## src/design/irl_pkg.sv

```systemverilog
// package: register map, field positions and reset values of the request latch
package irl_pkg;
    localparam logic [11:0] REQ_FLAGS_OFFSET  = 12'hfc0;
    localparam logic [11:0] CTRL_OFFSET       = 12'hfc4;
    localparam logic [11:0] ENABLE_OFFSET     = 12'hfc8;
    localparam logic [11:0] PRIORITY_OFFSET   = 12'hfcc;
    localparam logic [11:0] EVT_STATUS_OFFSET = 12'hfd0;
    localparam logic [11:0] EVT_MASK_OFFSET   = 12'hfd4;
    localparam logic [11:0] RESET_CAUSE_OFFSET = 12'hfd8;
    localparam logic [7:0]  REQ_FLAGS_RESET   = 8'h00;
    localparam logic [7:0]  ENABLE_RESET      = 8'h00;
    localparam logic [7:0]  PRIORITY_RESET    = 8'h00;
    localparam logic [7:0]  EVT_RESET         = 8'h00;
    localparam logic [7:0]  REQ_VALID_MASK    = 8'h79;
    localparam int          TIMER1_BIT        = 6;
    localparam int          TIMER0_BIT        = 5;
    localparam int          SER0_RX_BIT       = 4;
    localparam int          SER0_TX_BIT       = 3;
    localparam int          CONVERTER_BIT     = 0;
    localparam int          GLOBAL_EN_BIT     = 7;
    localparam int          WDT_CAUSE_BIT     = 5;
    localparam logic [1:0]  RESP_OKAY         = 2'b00;
    localparam logic [1:0]  RESP_SLVERR       = 2'b10;
    typedef logic [7:0] irl_byte_t;
endpackage

```

## src/design/irl_req_if.sv

```systemverilog
// interface: request flags and forward path between latch core and top
`timescale 1ns/1ns
interface irl_req_if;
    logic [7:0] flags;
    logic [7:0] enable;
    logic       global_en;
    logic [7:0] forward;
    modport core (output flags, forward, input enable, global_en);
    modport top  (input flags, forward, output enable, global_en);
endinterface

```

## src/design/irl_flag_core.sv

```systemverilog
// module: request flag latch with software write and vectored forwarding
`timescale 1ns/1ns
module irl_flag_core
    import irl_pkg::*;
(
    input  wire logic      aclk,
    input  wire logic      aresetn,
    input  wire logic      ce,
    input  wire irl_pkg::irl_byte_t src_req,
    input  wire logic      sw_we,
    input  wire irl_pkg::irl_byte_t sw_data,
    irl_req_if.core        rq
);
    irl_byte_t flags;
    irl_byte_t next_flags;

    // =======================================
    // flag latch
    always_comb begin
        next_flags = flags;
        if (sw_we) begin
            next_flags = sw_data & REQ_VALID_MASK;
        end
        // set wins over a software clear in the same cycle
        next_flags = next_flags | (src_req & REQ_VALID_MASK);
    end

    always_ff @(posedge aclk) begin
        if (!aresetn) begin
            flags <= REQ_FLAGS_RESET;
        end else if (ce) begin
            flags <= next_flags;
        end
    end

    assign rq.flags   = flags;
    // only forwarded while globally enabled; otherwise software polls
    assign rq.forward = rq.global_en ? (flags & rq.enable) : 8'h00;

    AST_SET_SEEN: assert property (@(posedge aclk) disable iff (!aresetn)
        ce && src_req[TIMER1_BIT] |=> flags[TIMER1_BIT])
        else $error("timer1 request not latched");
    AST_T0_SEEN: assert property (@(posedge aclk) disable iff (!aresetn)
        ce && src_req[TIMER0_BIT] |=> flags[TIMER0_BIT])
        else $error("timer0 request not latched");
    AST_RSVD_ZERO: assert property (@(posedge aclk) disable iff (!aresetn)
        (flags & ~REQ_VALID_MASK) == 8'h00)
        else $error("reserved flag bit set");
endmodule

```

## src/design/irl_top.sv

```systemverilog
// module: interrupt request latch with AXI4-Lite register access
`timescale 1ns/1ns
// Notes on behaviour
// - 8-bit request register at fc0, resets zero
// - source request on bits 0 and 3 to 6 sets its flag bit; requests on bits 1, 2 and 7 are dropped
// - globally enabled: forward pending requests whose enable bit is set to core
// - globally disabled: no forward, flags stay readable
// - bit 6 flags timer 1 request
// - bit 5 flags timer 0 request
// - control registers enable, prioritise, flag interrupts (priority register is only stored and read back; it steers nothing)
// - watchdog and oscillator traps bypass these registers
// - reading reset cause clears watchdog bit 5
module irl_top
    import irl_pkg::*;
(
    input  wire logic        aclk,
    input  wire logic        aresetn,
    input  wire logic        ce,
    input  wire logic [7:0]  src_req,
    input  wire logic        wdt_cause_set,
    input  wire logic [11:0] s_axi_awaddr,
    input  wire logic        s_axi_awvalid,
    output logic             s_axi_awready,
    input  wire logic [31:0] s_axi_wdata,
    input  wire logic [3:0]  s_axi_wstrb,
    input  wire logic        s_axi_wvalid,
    output logic             s_axi_wready,
    output logic [1:0]       s_axi_bresp,
    output logic             s_axi_bvalid,
    input  wire logic        s_axi_bready,
    input  wire logic [11:0] s_axi_araddr,
    input  wire logic        s_axi_arvalid,
    output logic             s_axi_arready,
    output logic [31:0]      s_axi_rdata,
    output logic [1:0]       s_axi_rresp,
    output logic             s_axi_rvalid,
    input  wire logic        s_axi_rready,
    output logic [7:0]       core_irq_req,
    output logic             irq
);
    import irl_pkg::*;

    irl_req_if rq ();

    // =======================================
    // register state
    logic            global_en;
    irl_byte_t       enable;
    irl_byte_t       priority_sel;
    irl_byte_t       evt_status;
    irl_byte_t       evt_mask;
    logic            wdt_cause;
    logic            aw_held;
    logic            w_held;
    logic [11:0]     aw_addr;
    logic [31:0]     w_data;
    logic [3:0]      w_strb;
    logic            next_global_en;
    irl_byte_t       next_enable;
    irl_byte_t       next_priority_sel;
    irl_byte_t       next_evt_status;
    irl_byte_t       next_evt_mask;
    logic            next_wdt_cause;
    logic            next_aw_held;
    logic            next_w_held;
    logic [11:0]     next_aw_addr;
    logic [31:0]     next_w_data;
    logic [3:0]      next_w_strb;
    logic            next_bvalid;
    logic [1:0]      next_bresp;
    logic            next_rvalid;
    logic [31:0]     next_rdata;
    logic [1:0]      next_rresp;
    logic            next_awready;
    logic            next_wready;
    logic            next_arready;
    irl_byte_t       next_core_irq_req;
    logic            next_irq;
    logic            wr_fire;
    logic            rd_fire;
    logic            req_we;
    irl_byte_t       req_wdata;
    irl_byte_t       forward_d;
    irl_byte_t       new_req;

    function automatic logic known(input logic [11:0] a);
        known = (a == REQ_FLAGS_OFFSET) || (a == CTRL_OFFSET) || (a == ENABLE_OFFSET)
             || (a == PRIORITY_OFFSET) || (a == EVT_STATUS_OFFSET)
             || (a == EVT_MASK_OFFSET) || (a == RESET_CAUSE_OFFSET);
    endfunction

    assign rq.enable    = enable;
    assign rq.global_en = global_en;

    irl_flag_core u_core (
        .aclk    (aclk),
        .aresetn (aresetn),
        .ce      (ce),
        .src_req (src_req),
        .sw_we   (req_we),
        .sw_data (req_wdata),
        .rq      (rq)
    );

    // =======================================
    // bus handshake and register update
    always_comb begin
        next_global_en    = global_en;
        next_enable       = enable;
        next_priority_sel = priority_sel;
        next_evt_status   = evt_status;
        next_evt_mask     = evt_mask;
        next_wdt_cause    = wdt_cause;
        next_aw_held      = aw_held;
        next_w_held       = w_held;
        next_aw_addr      = aw_addr;
        next_w_data       = w_data;
        next_w_strb       = w_strb;
        next_bvalid       = s_axi_bvalid;
        next_bresp        = s_axi_bresp;
        next_rvalid       = s_axi_rvalid;
        next_rdata        = s_axi_rdata;
        next_rresp        = s_axi_rresp;
        req_we            = 1'b0;
        req_wdata         = rq.flags;
        if (s_axi_awvalid && s_axi_awready) begin
            next_aw_held = 1'b1;
            next_aw_addr = s_axi_awaddr;
        end
        if (s_axi_wvalid && s_axi_wready) begin
            next_w_held = 1'b1;
            next_w_data = s_axi_wdata;
            next_w_strb = s_axi_wstrb;
        end
        wr_fire = aw_held && w_held && !s_axi_bvalid;
        if (wr_fire) begin
            next_aw_held = 1'b0;
            next_w_held  = 1'b0;
            next_bvalid  = 1'b1;
            next_bresp   = known(aw_addr) ? RESP_OKAY : RESP_SLVERR;
            if (w_strb[0]) begin
                unique case (aw_addr)
                    // bit 7 kept zero whatever software writes
                    REQ_FLAGS_OFFSET: begin
                        req_we    = 1'b1;
                        req_wdata = w_data[7:0];
                    end
                    CTRL_OFFSET:     next_global_en    = w_data[GLOBAL_EN_BIT];
                    ENABLE_OFFSET:   next_enable       = w_data[7:0];
                    PRIORITY_OFFSET: next_priority_sel = w_data[7:0];
                    EVT_STATUS_OFFSET: next_evt_status = evt_status & ~w_data[7:0];
                    EVT_MASK_OFFSET: next_evt_mask     = w_data[7:0];
                    default: ;
                endcase
            end
        end
        if (s_axi_bvalid && s_axi_bready) begin
            next_bvalid = 1'b0;
        end
        rd_fire = s_axi_arvalid && s_axi_arready;
        if (rd_fire) begin
            next_rvalid = 1'b1;
            next_rresp  = known(s_axi_araddr) ? RESP_OKAY : RESP_SLVERR;
            next_rdata  = 32'h0000_0000;
            unique case (s_axi_araddr)
                REQ_FLAGS_OFFSET:  next_rdata[7:0] = rq.flags;
                CTRL_OFFSET:       next_rdata[GLOBAL_EN_BIT] = global_en;
                ENABLE_OFFSET:     next_rdata[7:0] = enable;
                PRIORITY_OFFSET:   next_rdata[7:0] = priority_sel;
                EVT_STATUS_OFFSET: next_rdata[7:0] = evt_status;
                EVT_MASK_OFFSET:   next_rdata[7:0] = evt_mask;
                RESET_CAUSE_OFFSET: begin
                    next_rdata[WDT_CAUSE_BIT] = wdt_cause;
                    next_wdt_cause = 1'b0;
                end
                default: ;
            endcase
        end else if (s_axi_rvalid && s_axi_rready) begin
            next_rvalid = 1'b0;
        end
        // watchdog cause is kept outside the request flags
        if (wdt_cause_set) begin
            next_wdt_cause = 1'b1;
        end
        new_req         = src_req & REQ_VALID_MASK & ~rq.flags;
        next_evt_status = next_evt_status | new_req;
        next_awready    = !next_aw_held && !(s_axi_awvalid && s_axi_awready);
        next_wready     = !next_w_held && !(s_axi_wvalid && s_axi_wready);
        next_arready    = !next_rvalid;
        forward_d       = rq.forward;
        next_core_irq_req = forward_d;
        // new mask takes effect in the same cycle as new status, so irq tracks both
        next_irq        = |(next_evt_status & next_evt_mask);
    end

    always_ff @(posedge aclk) begin
        if (!aresetn) begin
            global_en     <= 1'b0;
            enable        <= ENABLE_RESET;
            priority_sel  <= PRIORITY_RESET;
            evt_status    <= EVT_RESET;
            evt_mask      <= EVT_RESET;
            wdt_cause     <= 1'b0;
            aw_held       <= 1'b0;
            w_held        <= 1'b0;
            aw_addr       <= 12'h000;
            w_data        <= 32'h0000_0000;
            w_strb        <= 4'h0;
            s_axi_bvalid  <= 1'b0;
            s_axi_bresp   <= RESP_OKAY;
            s_axi_rvalid  <= 1'b0;
            s_axi_rdata   <= 32'h0000_0000;
            s_axi_rresp   <= RESP_OKAY;
            s_axi_awready <= 1'b0;
            s_axi_wready  <= 1'b0;
            s_axi_arready <= 1'b0;
            core_irq_req  <= 8'h00;
            irq           <= 1'b0;
        end else if (ce) begin
            global_en     <= next_global_en;
            enable        <= next_enable;
            priority_sel  <= next_priority_sel;
            evt_status    <= next_evt_status;
            evt_mask      <= next_evt_mask;
            wdt_cause     <= next_wdt_cause;
            aw_held       <= next_aw_held;
            w_held        <= next_w_held;
            aw_addr       <= next_aw_addr;
            w_data        <= next_w_data;
            w_strb        <= next_w_strb;
            s_axi_bvalid  <= next_bvalid;
            s_axi_bresp   <= next_bresp;
            s_axi_rvalid  <= next_rvalid;
            s_axi_rdata   <= next_rdata;
            s_axi_rresp   <= next_rresp;
            s_axi_awready <= next_awready;
            s_axi_wready  <= next_wready;
            s_axi_arready <= next_arready;
            core_irq_req  <= next_core_irq_req;
            irq           <= next_irq;
        end
    end

    // =======================================
    // checks
    AST_RESET_ZERO: assert property (@(posedge aclk)
        $rose(aresetn) |-> rq.flags == REQ_FLAGS_RESET)
        else $error("request flags not zero after reset");
    AST_FORWARD_ON: assert property (@(posedge aclk) disable iff (!aresetn)
        ce && global_en && |(rq.flags & enable) |=> core_irq_req != 8'h00)
        else $error("enabled request not forwarded");
    AST_FORWARD_OFF: assert property (@(posedge aclk) disable iff (!aresetn)
        ce && !global_en |=> core_irq_req == 8'h00)
        else $error("request forwarded while disabled");
    AST_POLL_READ: assert property (@(posedge aclk) disable iff (!aresetn)
        ce && rd_fire && s_axi_araddr == REQ_FLAGS_OFFSET
        |=> s_axi_rvalid && s_axi_rdata[7:0] == $past(rq.flags))
        else $error("polled flags read wrong");
    AST_BIT7_ZERO: assert property (@(posedge aclk) disable iff (!aresetn)
        !rq.flags[7])
        else $error("reserved top flag set");
    AST_CAUSE_CLEAR: assert property (@(posedge aclk) disable iff (!aresetn)
        ce && rd_fire && s_axi_araddr == RESET_CAUSE_OFFSET && !wdt_cause_set
        |=> !wdt_cause)
        else $error("watchdog cause not cleared by read");
    AST_CAUSE_HOLD: assert property (@(posedge aclk) disable iff (!aresetn)
        ce && wdt_cause_set |=> wdt_cause
        && (rq.flags[WDT_CAUSE_BIT] == ($past(req_we) ? $past(req_wdata[WDT_CAUSE_BIT])
                                                      : $past(rq.flags[WDT_CAUSE_BIT]))
            || $past(src_req[WDT_CAUSE_BIT])))
        else $error("watchdog cause leaked into request flags");
    AST_WRITE_RESP: assert property (@(posedge aclk) disable iff (!aresetn)
        ce && wr_fire |=> s_axi_bvalid)
        else $error("write not answered");
    AST_IRQ_LEVEL: assert property (@(posedge aclk) disable iff (!aresetn)
        ce |=> irq == |(evt_status & evt_mask))
        else $error("interrupt level wrong");

    COV_FORWARD: cover property (@(posedge aclk) global_en && core_irq_req != 8'h00);
    COV_POLL: cover property (@(posedge aclk) !global_en && rq.flags != 8'h00 && rd_fire);
    COV_CLEAR: cover property (@(posedge aclk) wr_fire && aw_addr == REQ_FLAGS_OFFSET);
    COV_CAUSE: cover property (@(posedge aclk) wdt_cause ##1 !wdt_cause);
endmodule

```

## config.mk

```make
export PLATFORM = sky130hd
export DESIGN_NAME = irl_top
export DESIGN_NICKNAME = d
export VERILOG_FILES = /design/src/design/irl_pkg.sv /design/src/design/irl_req_if.sv /design/src/design/irl_flag_core.sv /design/src/design/irl_top.sv
export SDC_FILE = /design/constraint.sdc
export NUM_CORES = 1
export LEC_CHECK = 0
export BUFFER_PORTS_ARGS = -buffer_cell sky130_fd_sc_hd__buf_2
export CAP_MARGIN = 20
export CORE_ASPECT_RATIO = 1.2
export CORE_MARGIN = 5
export CORE_UTILIZATION = 55
export DETAILED_ROUTE_END_ITERATION = 8
export GPL_ROUTABILITY_DRIVEN = 0
export PLACE_DENSITY_LB_ADDON = 0.08
export SETUP_SLACK_MARGIN = 0.4
export SYNTH_ARGS = -nofsm -noshare
export SYNTH_HDL_FRONTEND = slang
export SYNTH_SLANG_ARGS = --single-unit
```

## constraint.sdc

```tcl
create_clock -name aclk -period 3.83 [get_ports aclk]
set_clock_uncertainty 0.1 [all_clocks]
set_input_delay 1.149 -clock aclk [delete_from_list [all_inputs] [get_ports aclk]]
set_output_delay 1.149 -clock aclk [all_outputs]
set_load 0.05 [all_outputs]
```

==> impl_metrics.ini, run 1 <==
[sta]
number_of_pins_exceeding_their_max_slew_limit_in_the_final_report = 0
rsz0062_at_grt = false
slew_headroom_pct = 50.1
timing.final.ws_setup_ns = 0.981
timing_hold_violations_final = 0
fin_worst_hold_slack_ns = 0.354
report.final.setup_viol = 0
final.period_utilization_pct = 74.4
finalSetupTns_ns = 0
layout_min_cycle_time_ns = 2.85
worstMarginPinSlew_ns = 0.743
max_freq_mhz = 351

[yosys]
synth_async_sr_flop_share_pct = 0
count_of_mapped_cells_out_of_synthesis = 486
synth_top_flop_cell = dfxtp_1
synthesis.yosys.warnings = 0
yosys_register_bits = 83
post_synthesis_sequential_area_ratio_pct = 40.5
synth.lib_cells_used.distinct = 54
avgSynthCellArea_um2 = 8.44
syn-cell-area_mm2 = 0.00410
number_of_enable_type_register_cells_in_the_synthesized_netlist = 0

[routing]
routed_via_density = 5.66
post-route-drc-count = 0
postRouteWirelength_mm = 10.1
firstDrtPassIters = 6
detailedRoute.firstIterationViolations = 245
vias = 3582
wl_per_cell_um = 15.9
detail-route-antenna-nets = 0

[grt]
grt_max_degree = 48
grt_pass1_vias = 3340
grt_pass1_wl_mm = 15.9
grt-ovfl-total = 0
antenna_violations_before_repair = 0
grt_use_total_pct = 21.7

[worst_setup_path]
crit_family = simple AND/OR/NAND/NOR gates
cp-end-kind = flop
crit_slowest_cell = nor2b_1
worstPathCellList = buf_2, or3_1, nor4_2, nor2b_1, nand3_1, a21oi_1, a31o_2
worst_r2r_path_depth = 6
crit_buf_inv = 1
timing.critical_path.slowest_cell_delay_ns = 0.57
timing.reg2reg.setup_slack_ns = 1.31
critical_path_required_ns = 4.02
critical_path.startpoint_type = primary input
regToRegEndpoint = irq
reg2reg_from = aw_addr[0]
cp_max_fo = 6
worst_path_arrival_ns = 3.04
crit_type = in -> reg

[floorplanning]
pin_count = 127
die_w_um = 88.8
initial_core_utilization_pct = 56.4
floorplan.die_area_mm2 = 0.00929
die_height_um = 105
num_rows = 34
core-area_mm2 = 0.00727

[min_path]
hold-path-cell-count = 2
worstHoldStart = enable[2]
timing.hold.worst_endpoint = enable[2]
hp-class = reg -> reg

[clocking]
cts_tree = built
cts-root-buf = clkbuf_8
cts-root-to-sink-buffers = 2
numClockSinks = 83
cts_buffers = 9
cts_post_setup_buffers_inserted = 0
ctsHtreeMaxLevel = 3
hold_buffers = 0
worst_setup_hold_path_clk_slew_ns = 0.08
insertion_delay_ns = 0.34
post_cts.resized_instances = 0

[cells_and_area]
nNetsFinal = 615
area.growth.synth_to_final_pct = 11.0
layoutNonFillerInstCount = 633
share_of_layout_cells_above_drive_strength_1_pct = 19.5
filler_instances = 664
n_diodes = 0

[placed_design]
io_buffer_count = 67
place_inst = 617
hpwl_mm = 7.20
post-place-ws_ns = 0.685

[power_and_ir_drop]
irDropWorstVdd_mv = 0.225
power.density_mw_per_mm2 = 385
p_leak_nw = 1.82

[job]
maximum_capacitance_violations = 0

[outcome]
outcome = completed
## metrics by stage
stage / util (%) / area, µm² / total power (W)
final: 62.6 / 4550 / 0.00175
after global routing: 62.6 / 4550 / 0.00182
after CTS: 62.6 / 4550 / 0.00176
after detailed placement: 59.8 / 4350 / 0.00114
after global placement: 59.8 / 4350 / 0.00113
after floorplan: - / 4210 / 0.00110
## cell type report
| type | instances | area, µm² | share of cell area, % |
|---|---|---|---|
| multi-input cells | 366 | 2170 | 47.8 |
| flip-flops and latches | 83 | 1660 | 36.5 |
| repair buffers | 73 | 380 | 8.36 |
| clock buffers | 11 | 141 | 3.11 |
| well taps | 90 | 113 | 2.47 |
| clock inverters | 5 | 62.6 | 1.37 |
| inverters | 5 | 18.8 | 0.412 |
## sequential cells by signal, indices dropped and copies added (netlist names)
name             flops
s_axi_bresp          1
irq                  1
s_axi_wready         1
w_held               1
priority_sel         8
wdt_cause            1
s_axi_rdata          8
aw_held              1
u_core.rq.flags      5
core_irq_req         5
s_axi_rvalid         1
global_en            1
evt_mask             8
evt_status           8
enable               8
s_axi_rresp          1
aw_addr             12
s_axi_awready        1
s_axi_arready        1
w_data               8
s_axi_bvalid         1
w_strb               1
## worst reg2reg max path, delay by kind of cell, from the launching register on
kind	cells	cell delay [ns]
simple gates	2	1.23
compound gates	4	0.74
flops	1	0.36
## cell families (layout without fill, tap and decap cells)
kind of cell | count (synthesis) | after routing | share of synthesized area [%]
flops | 83 | 83 | 40.5
compound gates | 130 | 130 | 22.5
other cells | 1 | 29 | 0.0914
mux | 15 | 15 | 3.90
simple gates | 192 | 192 | 23.9
buf+inv | 65 | 94 | 9.03
## placed cells by master, fill, tap and decap left out, drive strengths merged, types with 2 or more instances in the layout
master	synthesis	routed
a21boi	56	56
a21o	4	4
a21oi	21	21
a221oi	3	3
a222oi	6	6
a22o	3	3
a22oi	10	10
a31o	2	2
a31oi	2	2
and2	2	2
and2b	2	2
and3	6	6
buf	35	73
clkbuf	25	11
clkinv	0	2
clkinvlp	0	2
conb	1	29
dfxtp	83	83
inv	5	5
mux2	8	8
mux2i	7	7
nand2	102	102
nand2b	9	9
nand3	19	19
nand4	9	9
nand4b	3	3
nor2	7	7
nor2b	19	19
nor3	2	2
nor4	6	6
o21a	2	2
o21ai	14	14
or4	2	2
## report_power, final
| group | total (W) | switching (W) | internal [W] |
|---|---|---|---|
| combinational | 0.000212 | 0.000149 | 0.0000632 |
| clock | 0.000638 | 0.000316 | 0.000322 |
| sequential | 0.000904 | 0.0000209 | 0.000883 |
| total | 0.00175 | 0.000486 | 0.00127 |
## cells in the mapped netlist, types with 2 or more instances
library cell	instances	share of area, %
and2_1	2	0.31
a21boi_1	22	4.0
nand2b_1	9	1.4
a21oi_1	21	2.6
and3_1	6	0.92
buf_4	31	5.7
and2b_1	2	0.37
nor2b_1	19	2.9
o21a_1	2	0.37
nand4_1	8	1.2
inv_1	5	0.46
nand2_1	102	9.3
mux2i_1	7	1.7
a31oi_1	2	0.31
nand3_1	19	2.3
nor2_1	7	0.64
o21ai_1	2	0.24
a31o_2	2	0.43
clkbuf_1	25	2.3
a222oi_1	6	1.5
a22o_1	3	0.64
buf_2	2	0.24
dfxtp_1	83	41
a21boi_0	34	6.2
nand4b_1	2	0.43
a221oi_1	3	0.64
nor4_4	2	1.0
a22oi_1	10	1.8
mux2_2	7	1.9
a21o_1	4	0.73
o21ai_0	12	1.5
nor4_1	3	0.46
## how the worst max path moves through the flow
| stage | slack, ns | from | end | cells past startpoint |
|---|---|---|---|---|
| after floorplan | 1.14 | s_axi_araddr[1] | s_axi_rdata[1] | 7 |
| after detailed placement | 0.69 | s_axi_araddr[1] | s_axi_rdata[2] | 7 |
| after global placement | 0.70 | s_axi_araddr[1] | s_axi_rdata[2] | 7 |
| after CTS | 1.04 | s_axi_araddr[1] | s_axi_rdata[2] | 7 |
| after global routing | 0.94 | s_axi_araddr[1] | s_axi_rdata[2] | 7 |
| final | 0.98 | s_axi_araddr[1] | s_axi_rdata[1] | 7 |
## routing by layer
metal	GRT usage [%]	up-vias	wire [µm]
met5	0	-	0
met4	7.56	0	192
met3	3.86	16	663
met2	35.9	129	5010
met1	27.9	1683	4200
li1	-	1754	-
Power figures use the tool's default switching activity.
==> run 2: changes to the inputs <==
--- a/config.mk
+++ b/config.mk
@@ -9,7 +9,7 @@
 export CAP_MARGIN = 20
 export CORE_ASPECT_RATIO = 1.2
 export CORE_MARGIN = 5
-export CORE_UTILIZATION = 55
+export CORE_UTILIZATION = 46
 export DETAILED_ROUTE_END_ITERATION = 8
 export GPL_ROUTABILITY_DRIVEN = 0
 export PLACE_DENSITY_LB_ADDON = 0.08
==> constraint.sdc (replaced) <==
create_clock -name aclk -period 2.4 [get_ports aclk]
set_clock_uncertainty 0.1 [all_clocks]
set_input_delay 0.72 -clock aclk [delete_from_list [all_inputs] [get_ports aclk]]
set_output_delay 0.72 -clock aclk [all_outputs]
set_load 0.05 [all_outputs]
==> run 2 against run 1 <==
Net effect: sequential power increased by 60%; global-route usage down 1.3 points; largest cell class unchanged; worst hold slack lost 0.0011 ns; largest power group unchanged; first-iteration DRC count shrank 7.3%; core utilization fell by 5.4 points; non-clock buffer count increased by 25; sequential share of layout area fell by 2.8 points.
==> impl_metrics.ini, run 2 (synthesis results as in run 1) <==
[power_and_ir_drop]
power.share.sequential_pct = 52.0
power.density_mw_per_mm2 = 562
switching_power_w = 0.000762
power.clock.fraction_pct = 34.7
p_leak_nw = 2.01
power_switching_share_pct = 27.4
irDropWorstVdd_mv = 0.303
internal-power_w = 0.00202
p_comb_share_pct = 13.3

[clocking]
numClockSinks = 83
worst_setup_hold_path_clk_slew_ns = 0.08
cts-root-buf = clkbuf_8
cts_tree = built
insertion_delay_ns = 0.35
ctsHtreeMaxLevel = 3
cts_buffers = 9
cts-root-to-sink-buffers = 2

[routing]
vias = 3650
routed_via_density = 5.33
detailedRoute.firstIterationViolations = 227
post-route-drc-count = 0
firstDrtPassIters = 5
detail-route-antenna-nets = 0
postRouteWirelength_mm = 11.0
wl_per_cell_um = 16.0

[grt]
grt_pass1_vias = 3507
grt-ovfl-total = 0
antenna_violations_before_repair = 0
grt_max_degree = 36
grt_use_total_pct = 20.4
grt_pass1_wl_mm = 17.1

[floorplanning]
num_rows = 37
core-area_mm2 = 0.00866
pin_count = 127
floorplan.die_area_mm2 = 0.0109
die_w_um = 96.2
die_height_um = 113
initial_core_utilization_pct = 47.4

[cells_and_area]
area.growth.synth_to_final_pct = 20.7
layoutNonFillerInstCount = 685
final_cell_area_mm2 = 0.00495
filler_instances = 834
largest_register = aw_addr
nNetsFinal = 640
most_common_cell_after_layout_fill_and_taps_aside = nand2_1
share_of_layout_cells_above_drive_strength_1_pct = 26.8
layout.cells.most_common_list = 102 x nand2_1, 79 x dfxtp_1, 65 x buf_2, 34 x a21boi_0, 29 x conb_1
largest_register_ffs = 12
n_diodes = 0

[sta]
layout_min_cycle_time_ns = 2.20
timing_hold_violations_final = 0
max_freq_mhz = 455
slew_headroom_pct = 66.1
worstMarginPinSlew_ns = 0.509
finalSetupTns_ns = 0
final.period_utilization_pct = 91.6
report.final.setup_viol = 0
number_of_pins_exceeding_their_max_slew_limit_in_the_final_report = 0
rsz0062_at_grt = true

[worst_setup_path]
crit_type = reg -> reg
timing.reg2reg.setup_slack_ns = 0.20
critical_path_required_ns = 2.54
cp_max_fo = 20
worst_path_arrival_ns = 2.34
cp-end-kind = flop
critical_path.startpoint_type = flop

[placed_design]
io_buffer_count = 67
place_inst = 665
dpl_cell_area_mm2 = 0.00458
hpwl_mm = 7.96

[min_path]
hp-class = reg -> reg

[outcome]
outcome = completed

[job]
maximum_capacitance_violations = 0
run 2: power groups by stage:
stage          clock network (W)  registers (W)  logic, W
6_report                0.000965        0.00145  0.000370
5_1_grt                  0.00105        0.00145  0.000398
4_1_cts                 0.000995        0.00144  0.000355
3_5_place_dp                   0        0.00147  0.000352
3_3_place_gp                   0        0.00147  0.000347
2_1_floorplan                  0        0.00150  0.000263
run 2: area by class of cell:
class	count	area [µm²]	share of cell area, %
clock buffers	15	186	3.77
multi-input cells	366	2300	46.5
repair buffers	98	623	12.6
clock inverters	1	5.00	0.101
well taps	117	146	2.96
flip-flops and latches	83	1670	33.7
inverters	5	18.8	0.379
run 2: path summary, 6_finish.rpt:
check,start,depth (start not counted),endpoint
setup / recovery,aw_addr[0],7,irq
hold / removal,priority_sel[0],2,priority_sel[0]
setup reg to reg,aw_addr[0],7,irq
hold reg to reg,priority_sel[0],2,priority_sel[0]
run 2: what timing repair did:
action                     CTS  global route
hold buffers                 0             0
resized for setup            2            29
setup buffers                1             3
pin swaps                    3            20
setup endpoints to repair   14            41
run 2: routing by layer:
| metal | wire (µm) | global-route usage [%] | share of wire [%] |
|---|---|---|---|
| met3 | 622 | 3.56 | 5.7 |
| met1 | 4630 | 25.6 | 42 |
| met5 | 0 | 0 | 0 |
| met4 | 341 | 10.1 | 3.1 |
| met2 | 5370 | 33.1 | 49 |
run 2: per-stage QoR:
stage / hold WS (ns) / total power, W / util, % / worst slack [ns]
floorplan: 0.322 / 0.00177 / - / 0.262
CTS: 0.355 / 0.00279 / 55.3 / 0.201
detailed placement: 0.343 / 0.00183 / 52.9 / 0.0533
finish: 0.353 / 0.00278 / 57.2 / 0.201
global route: 0.376 / 0.00290 / 57.2 / 0.146
global placement: 0.339 / 0.00182 / 52.9 / 0.0403
run 2: critical path, cell delays in order, from the launching register on:
cell and delay, ns:
dfxtp_2 0.34, or4b_4 0.55, nor4_4 0.19, buf_12 0.20, mux2_2 0.34, o21ai_1 0.10
o2111a_1 0.20, a31oi_1 0.07
==> run 3: changes to the inputs <==
--- a/config.mk
+++ b/config.mk
@@ -9,7 +9,7 @@
 export CAP_MARGIN = 20
 export CORE_ASPECT_RATIO = 1.2
 export CORE_MARGIN = 5
-export CORE_UTILIZATION = 46
+export CORE_UTILIZATION = 55
 export DETAILED_ROUTE_END_ITERATION = 8
 export GPL_ROUTABILITY_DRIVEN = 0
 export PLACE_DENSITY_LB_ADDON = 0.08
==> constraint.sdc (replaced) <==
create_clock -name aclk -period 2.8 [get_ports aclk]
set_clock_uncertainty 0.1 [all_clocks]
set_input_delay 0.84 -clock aclk [delete_from_list [all_inputs] [get_ports aclk]]
set_output_delay 0.84 -clock aclk [all_outputs]
set_load 0.05 [all_outputs]
==> run 3 against run 2 <==
Net effect: sequential cell count unchanged; highest routed layer unchanged; fmax decreased by 4.3%; via count decreased by 0.44%; combinational power decreased by 21%; core utilization increased by 7.7 points; critical path depth unchanged; power decreased by 4.2%.
==> impl_metrics.ini, run 3 (synthesis results as in run 1) <==
[outcome]
outcome = completed

[clocking]
worst_setup_hold_path_clk_slew_ns = 0.09
ctsHtreeMaxLevel = 3
cts_tree = built
cts-root-to-sink-buffers = 2
insertion_delay_ns = 0.35
cts_buffers = 9
cts-root-buf = clkbuf_8
numClockSinks = 83

[cells_and_area]
area.growth.synth_to_final_pct = 15.0
most_common_cell_after_layout_fill_and_taps_aside = nand2_1
layout.core_utilization_pct = 64.8
n_diodes = 0
largest_register = aw_addr
layout.cells.most_common_list = 102 x nand2_1, 80 x dfxtp_1, 67 x buf_2, 34 x a21boi_0, 29 x conb_1
largest_register_ffs = 12
share_of_layout_cells_above_drive_strength_1_pct = 22.2
nNetsFinal = 627

[floorplanning]
core-area_mm2 = 0.00727
pin_count = 127
die_w_um = 88.8
floorplan.die_area_mm2 = 0.00929
initial_core_utilization_pct = 56.4
die_height_um = 105
num_rows = 34

[routing]
wl_per_cell_um = 15.9
routed_via_density = 5.63
postRouteWirelength_mm = 10.3
post-route-drc-count = 0
detailedRoute.firstIterationViolations = 298
vias = 3634
firstDrtPassIters = 7
detail-route-antenna-nets = 0

[placed_design]
io_buffer_count = 67
hpwl_mm = 7.43
post-place-ws_ns = 0.239

[min_path]
hp-class = reg -> reg

[worst_setup_path]
critical_path_required_ns = 2.93
worst_path_arrival_ns = 2.43
cp_max_fo = 5
crit_slowest_cell = or4b_4
cp-end-kind = flop
worstPathCellList = or4b_4, nor4_4, buf_4, mux2_1, o21ai_2, o2111a_1, a31oi_1
timing.critical_path.slowest_cell_delay_ns = 0.55
timing.reg2reg.setup_slack_ns = 0.50
critical_path.startpoint_type = flop
crit_type = reg -> reg

[grt]
grt_max_degree = 48
grt-ovfl-total = 0
grt_pass1_wl_mm = 16.6
grt_use_total_pct = 22.5
antenna_violations_before_repair = 0
grt_pass1_vias = 3371

[sta]
timing.final.ws_setup_ns = 0.501
finalSetupTns_ns = 0
slew_headroom_pct = 64.5
layout_min_cycle_time_ns = 2.30
number_of_pins_exceeding_their_max_slew_limit_in_the_final_report = 0
report.final.setup_viol = 0
max_freq_mhz = 435
rsz0062_at_grt = false
final.period_utilization_pct = 82.1
timing_hold_violations_final = 0
worstMarginPinSlew_ns = 0.533

[power_and_ir_drop]
p_leak_nw = 1.92
p_comb_share_pct = 11.1
switching_power_w = 0.000680
internal-power_w = 0.00198
irDropWorstVdd_mv = 0.360
power.density_mw_per_mm2 = 565
power_switching_share_pct = 25.5
power.share.sequential_pct = 46.4
power.clock.fraction_pct = 42.5

[job]
maximum_capacitance_violations = 0
-- run 3: cell count changes in the layout (fill, tap and decap cells not counted), moves of 4 or more --
cell       delta
buf_6        -10
a22oi_1       +7
a22oi_2       -7
buf_4         -4
bufinv_16     +4
clkbuf_8      -4
-- run 3: critical path, delay by kind of cell (launching register included) --
family                 cells  cell delay (ns)
AND/OR/NAND/NOR            2             0.84
AO/OA/AOI/OAI              3             0.36
flip-flops                 1             0.35
multiplexers               1             0.34
buffers and inverters      1             0.20
-- run 3: timing repair --
item | CTS | global route
gates resized for setup | 0 | 6
buffers inserted | 0 | 2
endpoints found under the setup margin | 0 | 9
hold buffers | 0 | 0
-- run 3: through the flow --
step | std cells | power, W | area (µm²) | hold WS, ns
after global routing | 645 | 0.00277 | 4720 | 0.370
after detailed placement | 627 | 0.00156 | 4420 | 0.342
after CTS | 643 | 0.00267 | 4690 | 0.354
final | 645 | 0.00266 | 4720 | 0.352
after floorplan | 514 | 0.00151 | 4210 | 0.322
after global placement | 627 | 0.00155 | 4420 | 0.337
-- run 3: cell type report --
type | count | area, µm²
Timing Repair Buffer | 85 | 470
Sequential cell | 83 | 1670
Fill cell | 648 | 2560
Clock inverter | 6 | 138
Clock buffer | 10 | 128
Inverter | 5 | 18.8
Tap cell | 90 | 113
Multi-Input combinational cell | 366 | 2180
-- run 3: power by group through the flow --
stage | Sequential, W | Combinational [W] | Clock (W)
finish | 0.00124 | 0.000294 | 0.00113
floorplan | 0.00129 | 0.000223 | 0
global placement | 0.00126 | 0.000289 | 0
global route | 0.00124 | 0.000319 | 0.00121
detailed placement | 0.00126 | 0.000292 | 0
CTS | 0.00124 | 0.000293 | 0.00114
-- run 3: path summary, 6_finish.rpt --
path / from / to / depth (start not counted)
max: aw_addr[0] / irq / 7
min: enable[7] / enable[7] / 2
max reg2reg: aw_addr[0] / irq / 7
min reg2reg: enable[7] / enable[7] / 2
-- run 3: per-layer routing --
metal | up-vias | wire length, µm | global-route usage [%]
li1 | 1781 | - | -
met1 | 1679 | 4310 | 29.6
met2 | 155 | 4890 | 36.5
met3 | 19 | 823 | 3.70
met4 | 0 | 240 | 8.75
met5 | - | 0 | 0
